===== config.mk =====
export PLATFORM = sky130hd
export DESIGN_NAME = lcd_panel_video_timing
export DESIGN_NICKNAME = d
export VERILOG_FILES = /design/src/lcd_panel_video_timing.v /design/src/dot_clock_div.v
export VERILOG_INCLUDE_DIRS = /design/src
export SDC_FILE = /design/constraint.sdc
export NUM_CORES = 1
export LEC_CHECK = 0
export BUFFER_PORTS_ARGS = -buffer_cell sky130_fd_sc_hd__buf_4
export CORE_UTILIZATION = 49
export DETAILED_ROUTE_END_ITERATION = 12
export HOLD_SLACK_MARGIN = 0.03
export PLACE_DENSITY_LB_ADDON = 0.08
export RECOVER_POWER = 100
export SLEW_MARGIN = 20
export SYNTH_ARGS = -nofsm -noshare
export SYNTH_HDL_FRONTEND = slang
export SYNTH_SLANG_ARGS = --single-unit

===== constraint.sdc =====
create_clock -name clk -period 2.02 [get_ports clk]
set_input_delay 0.404 -clock clk [delete_from_list [all_inputs] [get_ports clk]]
set_output_delay 0.404 -clock clk [all_outputs]
set_load 0.02 [all_outputs]

===== src/panel_timing_regs.vh =====
// Timing constants for the 800x480 panel video timing generator
`ifndef PANEL_TIMING_REGS_VH
`define PANEL_TIMING_REGS_VH

// Horizontal, in dot clocks
`define H_PERIOD 1056
`define H_VALID 800
`define H_BLANK 256
`define H_SYNC 30
`define H_BACK 16
`define H_FRONT 210
// Vertical, in lines
`define V_PERIOD 525
`define V_VALID 480
`define V_BLANK 45
`define V_SYNC 13
`define V_BACK 10
`define V_FRONT 22
// Dot clock divider: 250 MHz / 8 = 31.25 MHz, nearest even split to 33 MHz
`define DOT_DIV 8
`define PIX_W 24

`endif


===== src/lcd_panel_video_timing.v =====
// Video timing generator that drives the 800x480 parallel RGB panel
//
// Overview of operation
// - Pixel bus is 24 bits, red green blue, one dot per clock.
// - Dot clock about 33 MHz, high phase 40 to 60 percent.
// - Enable mode: line is 1056 clocks, 800 valid, 256 blank.
// - Enable mode: frame is 525 lines, 480 valid, 45 blank.
// - Sync mode: line is 1056 clocks, line sync 30 clocks first.
// - Sync mode: back porch 16, sync plus porch fixed at 46.
// - Sync mode: 800 visible dots then front porch of 210.
// - Sync mode: frame is 525 lines, frame sync 13 lines first.
// - Sync mode: vertical back porch 10, sync plus porch 23.
// - Sync mode: 480 visible lines then front porch of 22.
// - Timing source select is held constant by the driver; reset drives it to 0 even in sync mode.
// - Line sync marks the start of each line period.
// - Frame sync marks the start of each frame period.
// - Backlight enable is separate from pixel timing.
`timescale 1ns/100ps
`include "panel_timing_regs.vh"
module lcd_panel_video_timing #(
  parameter PIX_W = `PIX_W,
  parameter SYNC_MODE = 0,
  parameter V_SYNC_LINES = `V_SYNC,
  parameter V_BACK_LINES = `V_BACK
) (
  clk,
  rst,
  pixelIn,
  backlightReq,
  pixelReady,
  pixelX,
  pixelY,
  frameStart,
  panelDotClockPin,
  pixelOut,
  pixelValidIn,
  lineSyncIn_n,
  frameSyncIn_n,
  timingSourceSelect,
  backlightOn
);
  input wire clk;
  input wire rst;
  input wire [PIX_W-1:0] pixelIn;
  input wire backlightReq;
  output reg pixelReady;
  output reg [10:0] pixelX;
  output reg [9:0] pixelY;
  output reg frameStart;
  output reg panelDotClockPin;
  output reg [PIX_W-1:0] pixelOut;
  output reg pixelValidIn;
  output reg lineSyncIn_n;
  output reg frameSyncIn_n;
  output reg timingSourceSelect;
  output reg backlightOn;

  // ****************************************************
  // Counters
  // ****************************************************
  localparam [10:0] HPER = `H_PERIOD;
  localparam [10:0] HSYN = `H_SYNC;
  localparam [10:0] HSTART = `H_SYNC + `H_BACK;
  localparam [10:0] HEND = `H_SYNC + `H_BACK + `H_VALID;
  localparam [9:0] VPER = `V_PERIOD;
  localparam [9:0] VSYN = V_SYNC_LINES;
  localparam [9:0] VSTART = V_SYNC_LINES + V_BACK_LINES;
  localparam [9:0] VEND = V_SYNC_LINES + V_BACK_LINES + `V_VALID;

  wire dotClk;
  wire riseTick;
  wire fallTick;
  reg [10:0] hCnt_q;
  reg [9:0] vCnt_q;
  reg dotClk_q;
  reg fallDly1_q;
  reg fallDly2_q;
  reg fallDly3_q;

  dot_clock_div #(.DIV(`DOT_DIV)) divider (
    .clk(clk),
    .rst(rst),
    .dotClk(dotClk),
    .riseTick(riseTick),
    .fallTick(fallTick)
  );

  // Both modes share one counter layout: visible window sits at 46..845
  // horizontally and 23..502 vertically, so enable mode sees 800/256 and
  // 480/45 as well, and switching the select never moves the picture.
  function inWin11;
    input [10:0] c;
    input [10:0] lo;
    input [10:0] hi;
    begin
      inWin11 = (c >= lo) && (c < hi);
    end
  endfunction

  wire hAct = inWin11(hCnt_q, HSTART, HEND);
  wire vAct = (vCnt_q >= VSTART) && (vCnt_q < VEND);
  wire active = hAct && vAct;

  // ****************************************************
  // Timing and pins
  // ****************************************************
  always @(posedge clk) begin
    if (rst) begin
      hCnt_q <= 11'h000;
      vCnt_q <= 10'h000;
      dotClk_q <= 1'b0;
      fallDly1_q <= 1'b0;
      fallDly2_q <= 1'b0;
      fallDly3_q <= 1'b0;
      panelDotClockPin <= 1'b0;
      pixelOut <= {PIX_W{1'b0}};
      pixelValidIn <= 1'b0;
      lineSyncIn_n <= 1'b1;
      frameSyncIn_n <= 1'b1;
      timingSourceSelect <= 1'b0;
      backlightOn <= 1'b0;
      pixelReady <= 1'b0;
      pixelX <= 11'h000;
      pixelY <= 10'h000;
      frameStart <= 1'b0;
    end else begin
      dotClk_q <= dotClk;
      panelDotClockPin <= dotClk_q;
      timingSourceSelect <= (SYNC_MODE != 0);
      backlightOn <= backlightReq;
      pixelReady <= 1'b0;
      frameStart <= 1'b0;
      // The pin lags the divider by two flops, so the launch tick is
      // delayed three clocks to land two clocks after the pin falls,
      // in the middle of the low phase; the panel samples on the rise.
      fallDly1_q <= fallTick;
      fallDly2_q <= fallDly1_q;
      fallDly3_q <= fallDly2_q;
      if (fallDly3_q) begin
        if (hCnt_q == HPER - 11'h001) begin
          hCnt_q <= 11'h000;
          vCnt_q <= (vCnt_q == VPER - 10'h001) ? 10'h000
                    : vCnt_q + 10'h001;
        end else begin
          hCnt_q <= hCnt_q + 11'h001;
        end
        pixelValidIn <= active;
        pixelOut <= active ? pixelIn : {PIX_W{1'b0}};
        lineSyncIn_n <= ~(hCnt_q < HSYN);
        frameSyncIn_n <= ~(vCnt_q < VSYN);
        pixelReady <= active;
        pixelX <= hAct ? hCnt_q - HSTART : 11'h000;
        pixelY <= vAct ? vCnt_q - VSTART : 10'h000;
        frameStart <= (hCnt_q == 11'h000) && (vCnt_q == 10'h000);
      end
    end
  end
endmodule // lcd_panel_video_timing


===== src/dot_clock_div.v =====
// Dot clock divider with half-period phase pulses
`timescale 1ns/100ps
`include "panel_timing_regs.vh"
module dot_clock_div #(
  parameter DIV = `DOT_DIV
) (
  clk,
  rst,
  dotClk,
  riseTick,
  fallTick
);
  input wire clk;
  input wire rst;
  output reg dotClk;
  output reg riseTick;
  output reg fallTick;

  reg [7:0] cnt_q;
  localparam [7:0] HALF = DIV / 2;
  localparam [7:0] LAST = DIV - 1;

  // Even divider gives an exact 50 percent duty
  always @(posedge clk) begin
    if (rst) begin
      cnt_q <= 8'h00;
      dotClk <= 1'b0;
      riseTick <= 1'b0;
      fallTick <= 1'b0;
    end else begin
      cnt_q <= (cnt_q == LAST) ? 8'h00 : cnt_q + 8'h01;
      riseTick <= (cnt_q == LAST);
      fallTick <= (cnt_q == HALF - 8'h01);
      if (cnt_q == LAST) begin
        dotClk <= 1'b1;
      end else if (cnt_q == HALF - 8'h01) begin
        dotClk <= 1'b0;
      end
    end
  end
endmodule // dot_clock_div


==> impl_metrics.yaml <==
synthesis:
  syn_area_per_cell_um2: 9.28
  syn_inst: 403
  synthesis.nets: 437
  synth_compound_area_share_pct: 17.1
  synth_flop_cell: "dfxtp_1"
  synth_simple_gate_area_share_pct: 21.8
  synth_edf_count: 0
  synthArstFlopShare_pct: 0
  synthXorXnorAreaFrac_pct: 5.86
  synth_seq_cells: 87
  synth.distinct_cells: 54
  synth_seq_area_share_pct: 46.6
  synth_fa_ha_area_share_pct: 2.34
  synth_top_family_by_area: "simple AND/OR/NAND/NOR gates"
  yosysWarnings: 0
  synth_area_um2: 3740
  muxShareOfSynthArea_pct: 0.268
setup_path:
  slowest_delay_ns: 0.52
  worstPathArrival_ns: 2.13
  critPathTopFamily: "simple AND/OR/NAND/NOR gates"
  rr_worst_depth: 5
  path_depth: 5
  worstPathCellList: "clkbuf_1, nand3_1, nor3b_1, xnor2_1, nor2_1"
  critPathCaptureType: "flip-flop"
  required_ns: 2.26
  startpoint_type: "flip-flop"
  critical_path_buf_inv_count: 1
  worstSetupPathType: "reg2reg"
  worst_path_max_delay_cell: "clkbuf_1"
  critPathMaxFanout: 15
drt:
  ant_nets: 0
  remaining_drc_errors: 0
  via_per_inst: 5.50
  wl_per_cell_um: 14.7
  drtIter0Drc: 177
  drtPass1Iterations: 4
  drt_wl_total_um: 8500
  vias: 3186
power_and_ir_drop:
  leakage_nw: 1.62
  vdd_ir_drop_max_mv: 0.470
  power_density_nw_per_um2: 666
run_status:
  status: "finished clean"
timing:
  setup-tns-final_ns: 0
  finalSetupViolations: 0
  slew_headroom_pct: 41.1
  hold_violations: 0
  fmax_mhz: 528
  rsz0062_at_grt: "false"
  worst_pin_slew_ns: 0.883
  period_share_pct: 93.7
  period_needed_ns: 1.89
  clock_skew_ns: 0.00752
  slew_violations: 0
global_routing:
  grt_pass1_vias: 2703
  grt_pass1_wl_um: 13000
  antenna_found_initial: 0
  grt_usage_pct: 21.3
  grt-ovfl-total: 0
  grt_max_degree: 46
hold_path:
  hold_class: "in2reg"
  min_path_cells: 2
floorplan:
  core_area_um2: 7330
  initial_core_util_pct: 51.0
  fp.dieH_um: 89.4
  rows: 31
  die_area_um2: 7980
  ios: 80
  die_x_um: 89.4
clock_network:
  cts_tree: "built"
  cts_sinks: 87
  cts_htree_levels: 3
  clk_pin_slew_ns: 0.09
  numCtsBuffers: 9
  worstSkewPairLatency_ns: 0.35
  root_buffer: "clkbuf_8"
  clockBufferDepth: 2
place:
  dp_hpwl_um: 5980
  io_buffer_count: 78
  dp_cells: 563
  gp_congestion: 0.821
  placed_area_um2: 4390
finish:
  fin_cells: 579
  area_delta_synth_final_pct: 16.7
  nNetsFinal: 509
  final_common_cell: "dfxtp_1"
  layout-drive-gt1-share_pct: 13.8
  final_area_um2: 4360
  final_cell_mix: "86 x dfxtp_1, 57 x clkbuf_1, 38 x buf_4"
  num_antenna_cells: 0
flow_run:
  maxCapViolations: 0
final timing paths:
check,endpoint,slack [ns],from
max,hCnt_q[9],0.13,fallDly3_q
min,backlightOn,0.27,backlightReq
max reg2reg,hCnt_q[9],0.13,fallDly3_q
min reg2reg,fallDly2_q,0.44,fallDly1_q
power by group:
group / internal, W / total (W) / switching [W]
sequential: 0.00172 / 0.00173 / 0.00000576
combinational: 0.0000465 / 0.0000943 / 0.0000478
clock: 0.000453 / 0.00108 / 0.000630
area by class of cell:
| cell class | instances | area (um^2) |
|---|---|---|
| Clock inverter | 6 | 46.3 |
| Fill cell | 679 | 2970 |
| Tap cell | 99 | 124 |
| Inverter | 8 | 30.0 |
| Timing Repair Buffer | 96 | 508 |
| Sequential cell | 87 | 1740 |
| Clock buffer | 10 | 128 |
| Multi-Input combinational cell | 273 | 1790 |
per-stage QoR:
stage	hold WS [ns]	power, W	utilization, %	setup WS, ns
2_1_floorplan	0.413	0.00181	-	0.0296
3_5_place_dp	0.427	0.00186	59.9	0.122
6_report	0.274	0.00290	59.5	0.127
4_1_cts	0.260	0.00294	62.3	0.111
3_3_place_gp	0.417	0.00186	59.9	0.161
5_1_grt	0.266	0.00301	59.5	0.0119
sequential cells by signal, summed over array words and instances, names as in the netlist, 8 cells and up:
register,count
pixelOut,24
hCnt_q,11
pixelX,11
pixelY,10
vCnt_q,10
divider.cnt_q,8
synthesized netlist by cell type, types with 2 or more instances:
master / count / area [um^2]
nand3_1: 18 / 90.1
dfxtp_1: 87 / 1740
buf_8: 2 / 30.0
a21o_1: 4 / 30.0
nor2_1: 30 / 113
xor2_1: 12 / 105
ha_1: 7 / 87.6
a311oi_1: 2 / 17.5
o21ai_0: 13 / 65.1
buf_2: 12 / 60.1
nor4_1: 3 / 18.8
a31o_2: 2 / 17.5
a31oi_1: 2 / 12.5
a32o_1: 25 / 250
and4_1: 5 / 43.8
buf_4: 2 / 15.0
o211ai_1: 2 / 15.0
a211oi_1: 2 / 15.0
and3_1: 9 / 56.3
nand4_1: 17 / 106
xnor2_1: 13 / 114
o32ai_1: 3 / 26.3
o21ai_1: 2 / 10.0
and3b_1: 2 / 17.5
and2_1: 2 / 12.5
nor3_1: 8 / 40.0
clkbuf_1: 15 / 56.3
nand2_1: 35 / 131
a21oi_1: 21 / 105
or3_1: 2 / 12.5
buf_1: 2 / 7.51
nor2b_1: 8 / 50.1
nor3b_1: 3 / 22.5
inv_1: 7 / 26.3
buf_6: 2 / 22.5
nand2b_1: 4 / 25.0
what timing repair did:
item | 4_1_cts | 5_1_grt
gates resized for setup | 0 | 3
setup endpoints to repair | 0 | 15
buffers inserted | 0 | 0
hold buffers | 0 | 0
logic make-up (layout without fill, tap and decap cells):
group / after synthesis / after routing
flip-flops: 87 / 87
AND/OR/NAND/NOR: 153 / 153
other: 1 / 1
adder cells (fa/ha/maj): 7 / 7
multiplexers: 1 / 1
buffers and inverters: 43 / 120
AO/OA/AOI/OAI: 86 / 86
XOR/XNOR: 25 / 25
per-layer routing:
| metal | vias up | global-route usage [%] | wire length (um) |
|---|---|---|---|
| met5 | - | 0 | 0 |
| met4 | 0 | 5.92 | 89 |
| met3 | 9 | 5.72 | 488 |
| met2 | 91 | 35.3 | 4050 |
| met1 | 1494 | 27.3 | 3860 |
| li1 | 1592 | - | - |
Power figures use the tool's default switching activity.
